<file path="config.mk">
export PLATFORM = sky130hd
export DESIGN_NAME = dpc_dram_pins
export DESIGN_NICKNAME = d
export VERILOG_FILES = /design/src/dpc_pkg.sv /design/src/dpc_dram_pins.sv /design/src/dpc_fifo.sv /design/src/dpc_pin_sync.sv
export SDC_FILE = /design/constraint.sdc
export NUM_CORES = 1
export LEC_CHECK = 0
export BUFFER_PORTS_ARGS = -buffer_cell sky130_fd_sc_hd__buf_2
export CAP_MARGIN = 10
export CORE_MARGIN = 4
export CORE_UTILIZATION = 30
export DETAILED_ROUTE_END_ITERATION = 7
export GPL_ROUTABILITY_DRIVEN = 0
export HOLD_SLACK_MARGIN = 0.15
export SLEW_MARGIN = 15
export SYNTH_ARGS = -nofsm -noshare
export SYNTH_HDL_FRONTEND = slang
export SYNTH_SLANG_ARGS = --single-unit
export TNS_END_PERCENT = 5
</file>
<file path="constraint.sdc">
create_clock -name clk_i -period 5.6 [get_ports clk_i]
set_input_delay 1.68 -clock clk_i [delete_from_list [all_inputs] [get_ports clk_i]]
set_output_delay 1.68 -clock clk_i [all_outputs]
set_load 0.1 [all_outputs]
</file>
<file path="src/dpc_pkg.sv">
// Constants, command codes and power states for the DRAM pin command interface
package dpc_pkg;

   localparam int DATA_W     = 32;
   localparam int LANES      = 4;
   localparam int LANE_W     = 8;
   localparam int ADDR_W     = 12;
   localparam int BANK_W     = 2;
   localparam int BANKS      = 4;
   localparam int COL_W      = 9;
   localparam int FIFO_DEPTH = 16;
   localparam int SYNC_W     = 61;

   // Address bit positions
   localparam int AP_BIT     = 8;
   localparam int COL_HI_BIT = 9;

   // Command codes {chip select, row strobe, column strobe, write command}, all active low
   localparam logic [3:0] CMD_MODE  = 4'h0;
   localparam logic [3:0] CMD_REF   = 4'h1;
   localparam logic [3:0] CMD_PRE   = 4'h2;
   localparam logic [3:0] CMD_ACT   = 4'h3;
   localparam logic [3:0] CMD_WRITE = 4'h4;
   localparam logic [3:0] CMD_READ  = 4'h5;

   // Bank select value that picks the extended mode register
   localparam logic [1:0] EXT_MODE_BANK = 2'h1;

   // Burst and latency, counted in clock crossings (two per clock period)
   localparam logic [2:0] BURST_BEATS = 3'h4;
   localparam logic [2:0] RD_LAT_XING = 3'h2;

   // Reset values
   localparam logic [ADDR_W-1:0] MODE_RESET = 12'h000;
   localparam logic [DATA_W-1:0] DATA_RESET = 32'h00000000;

   typedef enum logic [1:0] {
      PWR_ON,
      PWR_PRE_PD,
      PWR_ACT_PD,
      PWR_SELF_REF
   } dpc_pwr_t;

   // Column address carried by the address pins of a read or write
   function automatic logic [COL_W-1:0] dpc_col_f(input logic [ADDR_W-1:0] addr);
      dpc_col_f = {addr[COL_HI_BIT], addr[7:0]};
   endfunction

   // Column of a given beat within a burst
   function automatic logic [COL_W-1:0] dpc_beat_col_f(input logic [COL_W-1:0] col, input logic [2:0] beat);
      dpc_beat_col_f = col + {6'h00, beat};
   endfunction

endpackage

</file>
<file path="src/dpc_dram_pins.sv">
// Device-side pin command, address, clock-enable, mask and strobe logic of a four-bank DRAM
//
// Summary of operation
// - Commands and addresses are taken at the rising true-clock crossing.
// - Read data is launched on both rising and falling clock crossings.
// - Clock enable high runs clocks, inputs and drivers; low disables them.
// - Enable low: idle banks give precharge power-down or self refresh, open rows active.
// - Enable sampled on rising crossings except self-refresh exit, which needs no clock.
// - Power-down ignores all but clock and enable; self refresh ignores all but enable.
// - Chip select high masks the command; it is part of the command code.
// - Command decoded from row strobe, column strobe, write command and chip select.
// - Write mask sampled on both edges; masked data stays unwritten.
// - Bank select picks the bank of activate, read, write and single precharge.
// - Activate takes the twelve-bit row from the address bus.
// - Column is address bits zero to seven plus nine; bit eight requests auto-precharge.
// - Precharge with bit eight low hits the selected bank, high hits all banks.
// - Mode register set takes its operation code from the address bus.
// - A read strobe per lane accompanies read data, edge-aligned with it.
// - The 32 data lines are shared: controller writes, device reads.
`timescale 1ns/1ps
`default_nettype none
module dpc_dram_pins (
   input  wire logic                           clk_i,
   input  wire logic                           reset_i,
   // Memory pins
   input  wire logic                           diff_clock_in_i,
   input  wire logic                           diff_clock_in_n_i,
   input  wire logic                           clk_enable_i,
   input  wire logic                           chip_sel_n_i,
   input  wire logic                           row_strobe_n_i,
   input  wire logic                           col_strobe_n_i,
   input  wire logic                           write_cmd_n_i,
   input  wire logic [dpc_pkg::BANK_W-1:0]     bank_select_i,
   input  wire logic [dpc_pkg::ADDR_W-1:0]     addr_bus_i,
   input  wire logic [dpc_pkg::LANES-1:0]      write_byte_mask_i,
   input  wire logic [dpc_pkg::LANES-1:0]      write_strobe_in_i,
   input  wire logic [dpc_pkg::DATA_W-1:0]     data_lines_i,
   output logic      [dpc_pkg::DATA_W-1:0]     data_lines_o,
   output logic                                data_lines_oe_o,
   output logic      [dpc_pkg::LANES-1:0]      read_strobe_out_o,
   output logic                                read_strobe_oe_o,
   // Array side: read data supply
   input  wire logic [dpc_pkg::DATA_W-1:0]     rd_data_i,
   input  wire logic                           rd_valid_i,
   output logic                                rd_ready_o,
   // Array side: requests and write beats
   output logic                                act_o,
   output logic                                rd_req_o,
   output logic                                wr_valid_o,
   output logic      [dpc_pkg::DATA_W-1:0]     wr_data_o,
   output logic      [dpc_pkg::LANES-1:0]      wr_byte_en_o,
   output logic      [dpc_pkg::BANK_W-1:0]     acc_bank_o,
   output logic      [dpc_pkg::ADDR_W-1:0]     acc_row_o,
   output logic      [dpc_pkg::COL_W-1:0]      acc_col_o,
   output logic                                auto_precharge_o,
   output logic                                precharge_o,
   output logic      [dpc_pkg::BANKS-1:0]      precharge_banks_o,
   output logic                                refresh_o,
   output logic      [dpc_pkg::BANKS-1:0]      bank_open_o,
   output logic      [dpc_pkg::ADDR_W-1:0]     mode_reg_o,
   output logic      [dpc_pkg::ADDR_W-1:0]     ext_mode_reg_o,
   output logic      [1:0]                     power_state_o,
   output logic                                read_underrun_o
);
   import dpc_pkg::*;

   // Synchronised pin levels
   logic [SYNC_W-1:0]  pins_raw;
   logic [SYNC_W-1:0]  pins_q;
   logic               ck_t;
   logic               ck_c;
   logic               cke_q;
   logic [3:0]         cmd_q;
   logic [BANK_W-1:0]  ba_q;
   logic [ADDR_W-1:0]  addr_q;
   logic [LANES-1:0]   mask_q;
   logic [LANES-1:0]   wstb_q;
   logic [DATA_W-1:0]  dq_q;

   // Crossing detection and state
   dpc_pwr_t           pwr_reg;
   dpc_pwr_t           pwr_next;
   logic               ck_high;
   logic               ck_high_reg;
   logic               rise;
   logic               fall;
   logic               xing;
   logic               cmd_taken;
   logic               is_act;
   logic               is_rd;
   logic               is_wr;
   logic               is_pre;
   logic               is_ref;
   logic               is_mode;
   logic               sref_entry;
   logic               all_idle;
   logic [BANKS-1:0]   bank_dec;
   logic [BANKS-1:0]   pre_mask;

   // Read path
   logic [2:0]         rd_lat_reg;
   logic [2:0]         rd_beats_reg;
   logic               rd_beat;
   logic               rd_oe_reg;
   logic               rd_stb_reg;
   logic [DATA_W-1:0]  fifo_data;
   logic               fifo_valid;

   // Write path
   logic [2:0]         wr_beats_reg;
   logic [2:0]         wr_idx_reg;
   logic [COL_W-1:0]   wr_col_reg;
   logic               wstb_prev_reg;
   logic               wr_beat;

   assign pins_raw = {diff_clock_in_i, diff_clock_in_n_i, clk_enable_i,
                      chip_sel_n_i, row_strobe_n_i, col_strobe_n_i, write_cmd_n_i,
                      bank_select_i, addr_bus_i, write_byte_mask_i, write_strobe_in_i, data_lines_i};

   dpc_pin_sync #(
      .W (SYNC_W)
   ) u_sync (
      .clk_i   (clk_i),
      .reset_i (reset_i),
      .pin_i   (pins_raw),
      .level_o (pins_q)
   );

   assign ck_t   = pins_q[60];
   assign ck_c   = pins_q[59];
   assign cke_q  = pins_q[58];
   assign cmd_q  = pins_q[57:54];
   assign ba_q   = pins_q[53:52];
   assign addr_q = pins_q[51:40];
   assign mask_q = pins_q[39:36];
   assign wstb_q = pins_q[35:32];
   assign dq_q   = pins_q[31:0];

   // Crossings; the clock pair is ignored in self refresh
   assign ck_high = ck_t & ~ck_c;
   assign rise    = ck_high & ~ck_high_reg & (pwr_reg != PWR_SELF_REF);
   assign fall    = ~ck_high & ck_high_reg & (pwr_reg != PWR_SELF_REF);
   assign xing    = rise | fall;

   // Command decode: chip select high matches no code
   assign cmd_taken  = rise & cke_q & (pwr_reg == PWR_ON);
   assign is_act     = cmd_taken & (cmd_q == CMD_ACT);
   assign is_rd      = cmd_taken & (cmd_q == CMD_READ);
   assign is_wr      = cmd_taken & (cmd_q == CMD_WRITE);
   assign is_pre     = cmd_taken & (cmd_q == CMD_PRE);
   assign is_ref     = cmd_taken & (cmd_q == CMD_REF);
   assign is_mode    = cmd_taken & (cmd_q == CMD_MODE);
   assign sref_entry = rise & ~cke_q & (pwr_reg == PWR_ON) & (cmd_q == CMD_REF);
   assign all_idle   = ~|bank_open_o;

   assign bank_dec = 4'h1 << ba_q;
   assign pre_mask = addr_q[AP_BIT] ? 4'hF : bank_dec;

   // Power state from the clock enable
   always_comb
   begin
      pwr_next = pwr_reg;
      case (pwr_reg)
         PWR_ON:
         begin
            if (rise && !cke_q)
            begin
               if (sref_entry && all_idle)
               begin
                  pwr_next = PWR_SELF_REF;
               end
               else if (all_idle)
               begin
                  pwr_next = PWR_PRE_PD;
               end
               else
               begin
                  pwr_next = PWR_ACT_PD;
               end
            end
         end
         PWR_PRE_PD, PWR_ACT_PD:
         begin
            if (rise && cke_q)
            begin
               pwr_next = PWR_ON;
            end
         end
         PWR_SELF_REF:
         begin
            if (cke_q)
            begin
               pwr_next = PWR_ON;
            end
         end
         default:
         begin
            pwr_next = PWR_ON;
         end
      endcase
   end

   always_ff @(posedge clk_i)
   begin
      if (reset_i)
      begin
         pwr_reg     <= PWR_ON;
         ck_high_reg <= 1'b0;
      end
      else
      begin
         pwr_reg     <= pwr_next;
         ck_high_reg <= ck_high;
      end
   end

   assign power_state_o = pwr_reg;

   // Bank rows, mode registers and command pulses
   always_ff @(posedge clk_i)
   begin
      if (reset_i)
      begin
         bank_open_o       <= '0;
         act_o             <= 1'b0;
         rd_req_o          <= 1'b0;
         precharge_o       <= 1'b0;
         precharge_banks_o <= '0;
         refresh_o         <= 1'b0;
         mode_reg_o        <= MODE_RESET;
         ext_mode_reg_o    <= MODE_RESET;
      end
      else
      begin
         act_o       <= is_act;
         rd_req_o    <= is_rd;
         precharge_o <= is_pre;
         refresh_o   <= is_ref;
         if (is_act)
         begin
            bank_open_o <= bank_open_o | bank_dec;
         end
         else if (is_pre)
         begin
            bank_open_o       <= bank_open_o & ~pre_mask;
            precharge_banks_o <= pre_mask;
         end
         if (is_mode && ba_q == EXT_MODE_BANK)
         begin
            ext_mode_reg_o <= addr_q;
         end
         else if (is_mode)
         begin
            mode_reg_o <= addr_q;
         end
      end
   end

   // Access address: row on activate, column on read or write, advanced per write beat
   always_ff @(posedge clk_i)
   begin
      if (reset_i)
      begin
         acc_bank_o       <= '0;
         acc_row_o        <= '0;
         acc_col_o        <= '0;
         auto_precharge_o <= 1'b0;
      end
      else if (is_act)
      begin
         acc_bank_o <= ba_q;
         acc_row_o  <= addr_q;
      end
      else if (is_rd || is_wr)
      begin
         acc_bank_o       <= ba_q;
         acc_col_o        <= dpc_col_f(addr_q);
         auto_precharge_o <= addr_q[AP_BIT];
      end
      else if (wr_beat)
      begin
         acc_col_o <= dpc_beat_col_f(wr_col_reg, wr_idx_reg);
      end
   end

   // Read data supply; rd_ready_o stalls the array side when full
   dpc_fifo #(
      .W (DATA_W),
      .D (FIFO_DEPTH)
   ) u_rd_fifo (
      .clk_i       (clk_i),
      .reset_i     (reset_i),
      .in_data_i   (rd_data_i),
      .in_valid_i  (rd_valid_i),
      .in_ready_o  (rd_ready_o),
      .out_data_o  (fifo_data),
      .out_valid_o (fifo_valid),
      .out_ready_i (rd_beat)
   );

   assign rd_beat = xing & (rd_lat_reg == 3'h0) & (rd_beats_reg != 3'h0);

   always_ff @(posedge clk_i)
   begin
      if (reset_i)
      begin
         rd_lat_reg      <= '0;
         rd_beats_reg    <= '0;
         rd_oe_reg       <= 1'b0;
         rd_stb_reg      <= 1'b0;
         data_lines_o    <= DATA_RESET;
         read_underrun_o <= 1'b0;
      end
      else
      begin
         read_underrun_o <= rd_beat & ~fifo_valid;
         if (is_rd)
         begin
            rd_lat_reg   <= RD_LAT_XING;
            rd_beats_reg <= BURST_BEATS;
         end
         else if (is_wr)
         begin
            rd_beats_reg <= '0;
         end
         else if (xing && rd_lat_reg != 3'h0)
         begin
            rd_lat_reg <= rd_lat_reg - 3'h1;
         end
         else if (rd_beat)
         begin
            rd_beats_reg <= rd_beats_reg - 3'h1;
            data_lines_o <= fifo_valid ? fifo_data : DATA_RESET;
            rd_stb_reg   <= ~rd_stb_reg;
            rd_oe_reg    <= 1'b1;
         end
         else if (xing)
         begin
            rd_oe_reg  <= 1'b0;
            rd_stb_reg <= 1'b0;
         end
      end
   end

   // Drivers are off unless the clock enable has the device awake
   assign data_lines_oe_o   = rd_oe_reg & (pwr_reg == PWR_ON);
   assign read_strobe_oe_o  = rd_oe_reg & (pwr_reg == PWR_ON);
   assign read_strobe_out_o = {LANES{rd_stb_reg}};

   // Write beats are taken on each transition of the lane-zero write strobe
   assign wr_beat = (wstb_q[0] != wstb_prev_reg) & (wr_beats_reg != 3'h0) & (pwr_reg == PWR_ON);

   always_ff @(posedge clk_i)
   begin
      if (reset_i)
      begin
         wr_beats_reg  <= '0;
         wr_idx_reg    <= '0;
         wr_col_reg    <= '0;
         wstb_prev_reg <= 1'b0;
         wr_valid_o    <= 1'b0;
         wr_data_o     <= DATA_RESET;
         wr_byte_en_o  <= '0;
      end
      else
      begin
         wstb_prev_reg <= wstb_q[0];
         wr_valid_o    <= wr_beat;
         if (is_wr)
         begin
            wr_beats_reg <= BURST_BEATS;
            wr_idx_reg   <= '0;
            wr_col_reg   <= dpc_col_f(addr_q);
         end
         else if (is_rd)
         begin
            wr_beats_reg <= '0;
         end
         else if (wr_beat)
         begin
            wr_beats_reg <= wr_beats_reg - 3'h1;
            wr_idx_reg   <= wr_idx_reg + 3'h1;
            wr_data_o    <= dq_q;
            wr_byte_en_o <= ~mask_q;
         end
      end
   end
endmodule // dpc_dram_pins
`default_nettype wire

</file>
<file path="src/dpc_fifo.sv">
// Flip-flop FIFO with valid and ready on both sides
`timescale 1ns/1ps
`default_nettype none
module dpc_fifo #(
   parameter int W = 32,
   parameter int D = 16
) (
   input  wire logic         clk_i,
   input  wire logic         reset_i,
   input  wire logic [W-1:0] in_data_i,
   input  wire logic         in_valid_i,
   output logic              in_ready_o,
   output logic [W-1:0]      out_data_o,
   output logic              out_valid_o,
   input  wire logic         out_ready_i
);
   localparam int AW = $clog2(D);

   logic [W-1:0] mem_reg [D];
   logic [AW:0]  wr_ptr_reg;
   logic [AW:0]  rd_ptr_reg;
   logic         push;
   logic         pop;

   assign out_valid_o = wr_ptr_reg != rd_ptr_reg;
   assign in_ready_o  = (wr_ptr_reg[AW-1:0] != rd_ptr_reg[AW-1:0]) || (wr_ptr_reg[AW] == rd_ptr_reg[AW]);
   assign push        = in_valid_i & in_ready_o;
   assign pop         = out_valid_o & out_ready_i;
   assign out_data_o  = mem_reg[rd_ptr_reg[AW-1:0]];

   always_ff @(posedge clk_i)
   begin
      if (push)
      begin
         mem_reg[wr_ptr_reg[AW-1:0]] <= in_data_i;
      end
   end

   always_ff @(posedge clk_i)
   begin
      if (reset_i)
      begin
         wr_ptr_reg <= '0;
         rd_ptr_reg <= '0;
      end
      else
      begin
         if (push)
         begin
            wr_ptr_reg <= wr_ptr_reg + 1'b1;
         end
         if (pop)
         begin
            rd_ptr_reg <= rd_ptr_reg + 1'b1;
         end
      end
   end
endmodule // dpc_fifo
`default_nettype wire

</file>
<file path="src/dpc_pin_sync.sv">
// Three-stage pin synchroniser with agreement filter
`timescale 1ns/1ps
`default_nettype none
module dpc_pin_sync #(
   parameter int W = 1
) (
   input  wire logic         clk_i,
   input  wire logic         reset_i,
   input  wire logic [W-1:0] pin_i,
   output var  logic [W-1:0] level_o
);
   logic [W-1:0] s1_reg;
   logic [W-1:0] s2_reg;
   logic [W-1:0] s3_reg;
   logic [W-1:0] level_next;

   // A bit changes only where the second and third stages agree
   assign level_next = (s2_reg & s3_reg) | (level_o & (s2_reg | s3_reg));

   always_ff @(posedge clk_i)
   begin
      if (reset_i)
      begin
         s1_reg  <= '0;
         s2_reg  <= '0;
         s3_reg  <= '0;
         level_o <= '0;
      end
      else
      begin
         s1_reg  <= pin_i;
         s2_reg  <= s1_reg;
         s3_reg  <= s2_reg;
         level_o <= level_next;
      end
   end
endmodule // dpc_pin_sync
`default_nettype wire

</file>
==> impl_metrics.csv, run 1 <==
group,metric,value,unit
setup_path,crit_path_top_delay_cell,"nor4_2",
clock_tree,numCtsBuffers,94,
floorplanning,core,108000,um2
logic_synthesis,synth_flop_cell,"edfxtp_1",
floorplanning,initial_core_util,30.4,%
layout,drive_gt1_share,22.9,%
detailed_routing,dr.pass1.iters,4,
layout,final_util,35.9,%
setup_path,worstPathCellList,"xor2_1, nor4_2, nand2_1, buf_2",
global_route,grt_pass1_vias,18000,
logic_synthesis,syn_inst,2180,
detailed_routing,wl_per_cell,19.0,um
logic_synthesis,syn_area_per_cell,15.0,um2
setup_path,crit_path_end,"rd_ready_o",
setup_path,reg2reg_from,"u_rd_fifo.wr_ptr_reg[2]",
setup_path,crit_path_max_incr_delay,0.70,ns
setup_path,endpoint_kind,"output pin",
pwr,p_int,10.9,mW
setup_path,cp_top_family,"simple AND/OR/NAND/NOR gates",
flow_run,maxCapViolCount,0,
timing,fin_skew,0.0300,ns
pwr,ir_drop,0.232,mV
logic_synthesis,yosysUniqueCellTypes,53,
setup_path,worstSetupPathType,"flip-flop to output pin",
global_route,grt_pass1_wl,112,mm
logic_synthesis,synth-edff-count,512,
timing,slew_viol_final,0,
logic_synthesis,synth_top_area_share,46.9,%
layout,nets,2526,
layout,largest_reg_flops,512,
global_route,antenna_found_initial,12,
pwr,clkPwrFrac,45.4,%
timing,tns,0,ns
logic_synthesis,async_flop_share,0,%
logic_synthesis,yosys.area.top_type,"edfxtp_1",
logic_synthesis,synthAdderAreaFrac,0.748,%
logic_synthesis,synth-seq-cells,915,
timing,setup_viol,0,
detailed_routing,drc,0,
pwr,pwr_density_cell,358,nW/um2
clock_tree,postCtsHoldBufs,0,
timing,fin_crit,4.10,ns
setup_path,reg2regPathDepth,5,
pwr,switching_power,2.91,mW
placement,placed_area,35500,um2
setup_path,cp_max_fo,6,
logic_synthesis,synth-compound-area-share,6.53,%
clock_tree,clkSlewWorstSetupHoldPaths,0.06,ns
logic_synthesis,synth_xor_area_share,0.561,%
pwr,seqPwrFrac,52.3,%
setup_path,cp.buffers_inverters,1,
layout,stdcell_area,38700,um2
hold_path,worstHoldPathCells,1,
run_status,status,"finished clean",
floorplanning,rows,120,
hold_path,hold_path.class,"flip-flop to flip-flop",
logic_synthesis,ys_warn_count,0,
pwr,p_sw_share,21.0,%
setup_path,r2r_end,"u_rd_fifo.mem_reg[7][20]",
setup_path,arrival,2.42,ns
global_route,grt_use_total,12.6,%
timing,rsz0062_at_grt,"false",
timing,fin_hold_ws,0.427,ns
setup_path,critPathLaunchType,"flip-flop",
layout,synthToLayoutAreaGrowth,18.0,%
logic_synthesis,synth_top_family_by_area,"multiplexers",
logic_synthesis,ys_seq_area_share,71.5,%
clock_tree,cts_resized,0,
detailed_routing,wirelength,74.1,mm
detailed_routing,vias_per_cell,4.67,
timing,final.period_utilization,73.2,%
pwr,combPwrFrac,2.3,%
timing,worstMarginPinSlew,1.12,ns
clock_tree,clock_sinks,915,
floorplanning,pin_count,235,
floorplanning,dieArea,115000,um2
setup_path,startpoint,"u_rd_fifo.wr_ptr_reg[0]",
setup_path,cp_num_cells,4,
pwr,p_leak,13.5,nW
logic_synthesis,synth.mux.area_fraction,10.3,%
setup_path,cp.required,3.92,ns
logic_synthesis,synth_area,32800,um2
placement,dp_hpwl,42.8,mm
timing,slew_headroom,25.0,%
global_route,grt_max_degree,207,
clock_tree,cts_tree,"built",
floorplanning,die_y,338,um
clock_tree,clockBufferDepth,3,
logic_synthesis,synth_nets,2295,
logic_synthesis,yosys-top-cells-area,"edfxtp_1 (47%), dfxtp_1 (25%), mux4_2 (8.8%)",
setup_path,r2r_slack,2.32,ns
placement,port_buffers,231,
detailed_routing,dr_total_vias,18200,
logic_synthesis,synth-simple-area-share,8.21,%
detailed_routing,final_antenna_net_count,0,
clock_tree,clkLatencyLatePin,0.68,ns
detailed_routing,drt_iter0_markers,1343,
clock_tree,cts_root_buffer,"clkbuf_16",
timing,hold_viol_final,0,
global_route,grt_overflow_total,0,
timing,max_freq,0.244,GHz
floorplanning,die_x,338,um
clock_tree,htreeDepth,3,
clock_tree,cts_setup_buffers,0,
[metal layers]
layer	vias up	share of wire (%)	global-route usage, %	routed length [um]
met5	-	0.047	0	35
met4	6	2.3	3.86	1710
met3	116	5.9	2.72	4380
met2	479	47	20.2	34800
met1	9064	45	17.2	33200
li1	8515	-	-	-
[cell type report]
class / count / area (um2)
clock inverter: 41 / 477
tap: 1403 / 1760
fill: 10300 / 69200
antenna: 2 / 5.00
timing repair buffer: 262 / 1440
sequential: 915 / 23500
clock buffer: 136 / 2650
multi-input combinational: 1091 / 8700
inverter: 47 / 176
[worst min path at each step]
stage	start	end	slack, ns
after CTS	u_sync.s1_reg[18]	u_sync.s2_reg[18]	0.43
final	u_sync.s1_reg[17]	u_sync.s2_reg[17]	0.43
after floorplan	u_sync.s1_reg[0]	u_sync.s2_reg[0]	0.41
after global placement	u_sync.s1_reg[15]	u_sync.s2_reg[15]	0.42
after detailed placement	u_sync.s1_reg[21]	u_sync.s2_reg[21]	0.42
after global routing	u_sync.s1_reg[6]	u_sync.s2_reg[6]	0.45
[cells in the final DEF (no fill, tap or decap), types with 11 or more instances in the layout]
master / count
ha_1: 18
nor2_1: 123
a22o_1: 65
clkbuf_8: 12
a21oi_1: 123
and3_2: 14
clkbuf_1: 29
clkinv_2: 18
buf_4: 28
a211oi_1: 13
nor2b_1: 185
inv_1: 47
edfxtp_1: 512
o21ai_0: 70
buf_2: 230
nand2_1: 167
o32ai_1: 32
mux2i_1: 42
clkbuf_16: 95
xor2_1: 11
mux4_2: 128
dfxtp_1: 401
[cells by family after synthesis]
| family | count (synthesis) |
|---|---|
| flip-flops | 915 |
| AND/OR/NAND/NOR | 546 |
| AO/OA/AOI/OAI | 330 |
| multiplexers | 175 |
| buffers and inverters | 174 |
| XOR/XNOR | 21 |
| adder cells (fa/ha/maj) | 19 |
[metrics by stage]
step | total power, mW | worst slack, ns | std cells
5_1_grt | 14.3 | 1.31 | 3896
2_1_floorplan | 7.54 | 0.683 | 2180
6_report | 13.8 | 1.50 | 3897
3_3_place_gp | 7.68 | 1.37 | 3718
4_1_cts | 14.0 | 1.39 | 3895
3_5_place_dp | 7.69 | 1.34 | 3718
[synthesized netlist by cell type, types with 9 or more instances]
cell and number:
edfxtp_1 512, a21oi_1 124, ha_1 18, o21ai_0 70, nor2_1 125, inv_1 47, dfxtp_1 403, xnor2_1 10
nor3_1 9, buf_2 19, xor2_1 11, a211oi_1 13, a22o_1 65, mux4_2 128, and3_1 15, clkbuf_1 97
o32ai_1 32, nor2b_1 187, mux2i_1 42, nand2_1 167
[power by group through the flow]
stage               clock, mW  combinational (mW)  sequential (mW)
finish                   6.28               0.319             7.22
floorplan                   0               0.171             7.37
detailed placement          0               0.324             7.37
CTS                      6.48               0.325             7.22
global route             6.75               0.353             7.23
global placement            0               0.319             7.37
No activity file was read; power rests on OpenSTA's default activity.
==> run 2, diff against run 1 <==
==> constraint.sdc (replaced) <==
create_clock -name clk_i -period 3.9 [get_ports clk_i]
set_input_delay 1.17 -clock clk_i [delete_from_list [all_inputs] [get_ports clk_i]]
set_output_delay 1.17 -clock clk_i [all_outputs]
set_load 0.1 [all_outputs]
==> run 2 against run 1 <==
Die area is the same. Via count shrank 0.14%. Combinational power grew 50%. Wire length is essentially flat. Non-clock buffer count grew 17. Sequential cell count is the same. Clock skew grew 0.022 ns. Sequential share of layout area shrank 0.80 points. Count of clock-buffer cells in the layout shrank 2. Register-to-register slack lost 1.3 ns. Cell count grew 0.54%. First-iteration DRC count shrank 2.8%. Largest power group unchanged.
==> impl_metrics.csv, run 2 (synthesis results as in run 1) <==
group,metric,value,unit
layout,nets,2545,
layout,multi_input_area,8710,um2
detailed_routing,dr_total_vias,18200,
setup_path,worstPathCellList,"xor2_1, nor4_2, buf_4, nand2_1, buf_2",
clock_tree,clockBufferDepth,3,
setup_path,r2r_slack,0.98,ns
detailed_routing,vias_per_cell,4.63,
timing,slew_headroom,28.9,%
setup_path,cp.required,2.73,ns
setup_path,reg2regPathDepth,7,
layout,nFillCells,10300,
pwr,pwr_density_cell,516,nW/um2
global_route,use_met3,2.94,%
detailed_routing,wirelength,74.2,mm
clock_tree,cts_resized,0,
setup_path,crit_path_end,"rd_ready_o",
floorplanning,dieArea,115000,um2
floorplanning,die_x,338,um
layout,synthToLayoutAreaGrowth,19.5,%
clock_tree,cts_setup_buffers,0,
layout,largest_reg_flops,512,
detailed_routing,drt_iter0_markers,1306,
floorplanning,pin_count,235,
clock_tree,clkSlewWorstSetupHoldPaths,0.06,ns
run_status,status,"finished clean",
timing,tns,0,ns
setup_path,reg2reg_from,"power_state_o[0]",
global_route,grt_use_total,12.7,%
clock_tree,postCtsHoldBufs,0,
timing,hold_viol_final,0,
setup_path,cp_top_family,"buffers and inverters",
setup_path,crit_path_top_delay_cell,"dfxtp_1",
timing,final.period_utilization,88.8,%
timing,rsz0062_at_grt,"false",
placement,port_buffers,231,
timing,slew_viol_final,0,
floorplanning,initial_core_util,30.4,%
setup_path,cp.buffers_inverters,2,
setup_path,cp_num_cells,5,
clock_tree,clock_sinks,915,
pwr,power,20.2,mW
global_route,grt_use_met2,21.0,%
timing,fin_crit,3.46,ns
setup_path,endpoint_kind,"output pin",
flow_run,maxCapViolCount,0,
timing,max_freq,0.289,GHz
detailed_routing,drc,0,
global_route,grt_overflow_total,0,
layout,regArea,23500,um2
floorplanning,die_y,338,um
layout,drive_gt1_share,23.4,%
hold_path,min-delay-start,"u_sync.s1_reg[20]",
placement,dp_hpwl,44.8,mm
floorplanning,rows,120,
detailed_routing,wl_per_cell,18.9,um
setup_path,crit_path_max_incr_delay,0.53,ns
floorplanning,core,108000,um2
timing,setup_viol,0,
hold_path,hold_path.class,"flip-flop to flip-flop",
pwr,p_leak,13.7,nW
setup_path,arrival,2.29,ns
setup_path,cp_max_fo,8,
layout,layout_commonest_cell,"edfxtp_1",
detailed_routing,dr.pass1.iters,6,
pwr,ir_drop,0.380,mV
clock_tree,numCtsBuffers,96,
setup_path,worstSetupPathType,"flip-flop to output pin",
global_route,grt_max_degree,119,
clock_tree,htreeDepth,3,
layout,final_cell_mix,"edfxtp_1 (512), dfxtp_1 (401), buf_2 (230), nor2b_1 (185), nand2_1 (167)",
setup_path,r2r_end,"wr_data_o[8]",
global_route,grt_pass1_wl,112,mm
timing,worstMarginPinSlew,1.07,ns
global_route,antenna_found_initial,10,
setup_path,startpoint,"u_rd_fifo.wr_ptr_reg[3]",
timing,fin_skew,0.0520,ns
setup_path,critPathLaunchType,"flip-flop",
detailed_routing,final_antenna_net_count,0,
global_route,gr-max-usage-layer,"met2",
layout,final_util,36.3,%
global_route,use_met1,16.8,%
clock_tree,clkLatencyLatePin,0.68,ns
clock_tree,cts_tree,"built",
clock_tree,cts_root_buffer,"clkbuf_16",
global_route,grt_pass1_vias,17900,
[run 2: cell count changes in the layout (fill, tap and decap cells not counted), moves of 2 or more]
cell | before | now
clkbuf_1 | 29 | 25
clkbuf_16 | 95 | 97
inv_16 | 3 | 1
clkinv_1 | 4 | 10
buf_12 | 3 | 19
clkinv_4 | 1 | 3
clkinvlp_4 | 1 | 3
clkinv_2 | 18 | 11
bufinv_16 | 6 | 10
clkinv_16 | 2 | 4
[run 2: report_power, final]
part           switching (mW)  leakage [nW]  internal [mW]
Combinational           0.300          4.17          0.180
Sequential             0.0490          7.90           10.3
Clock                    3.84          1.60           5.53
Total                    4.18          13.7           16.0
[run 2: how the worst min path moves through the flow]
stage,end,cells after the start
5_1_grt,u_sync.s2_reg[20],1
3_5_place_dp,u_sync.s2_reg[14],1
6_report,u_sync.s2_reg[20],1
4_1_cts,u_sync.s2_reg[20],1
3_3_place_gp,u_sync.s2_reg[50],1
2_1_floorplan,u_sync.s2_reg[0],1
[run 2: worst reg2reg max path: cells and delay by family (launching register included)]
kind	cells	cell delay, ns
flip-flops	1	0.34
AND/OR/NAND/NOR	4	1.64
AO/OA/AOI/OAI	1	0.16
adder cells (fa/ha/maj)	1	0.28
buffers and inverters	1	0.39
[run 2: layout make-up]
| type | instances | share of cell area, % |
|---|---|---|
| antenna | 3 | 0.0192 |
| clock buffer | 134 | 6.86 |
| clock inverter | 46 | 1.58 |
| sequential | 915 | 59.9 |
| timing repair buffer | 279 | 4.50 |
| tap | 1403 | 4.48 |
| multi-input combinational | 1091 | 22.2 |
| inverter | 47 | 0.450 |
[run 2: per-layer routing]
layer  wire (um)  vias up  part of all wire, %
met5          11        -                0.015
met4        1450        2                  2.0
met3        4250      115                  5.7
met2       35400      453                   48
met1       33000     9022                   44
li1            -     8562                    -
[run 2: metrics by stage]
stage	hold slack (ns)	setup WS (ns)	std cells	area (um2)
after CTS	0.399	0.291	3915	39200
after global placement	0.416	0.936	3735	35900
after global routing	0.413	0.252	3915	39200
final	0.404	0.437	3918	39200
after detailed placement	0.420	0.886	3735	35900
after floorplan	0.414	0.420	2180	32800
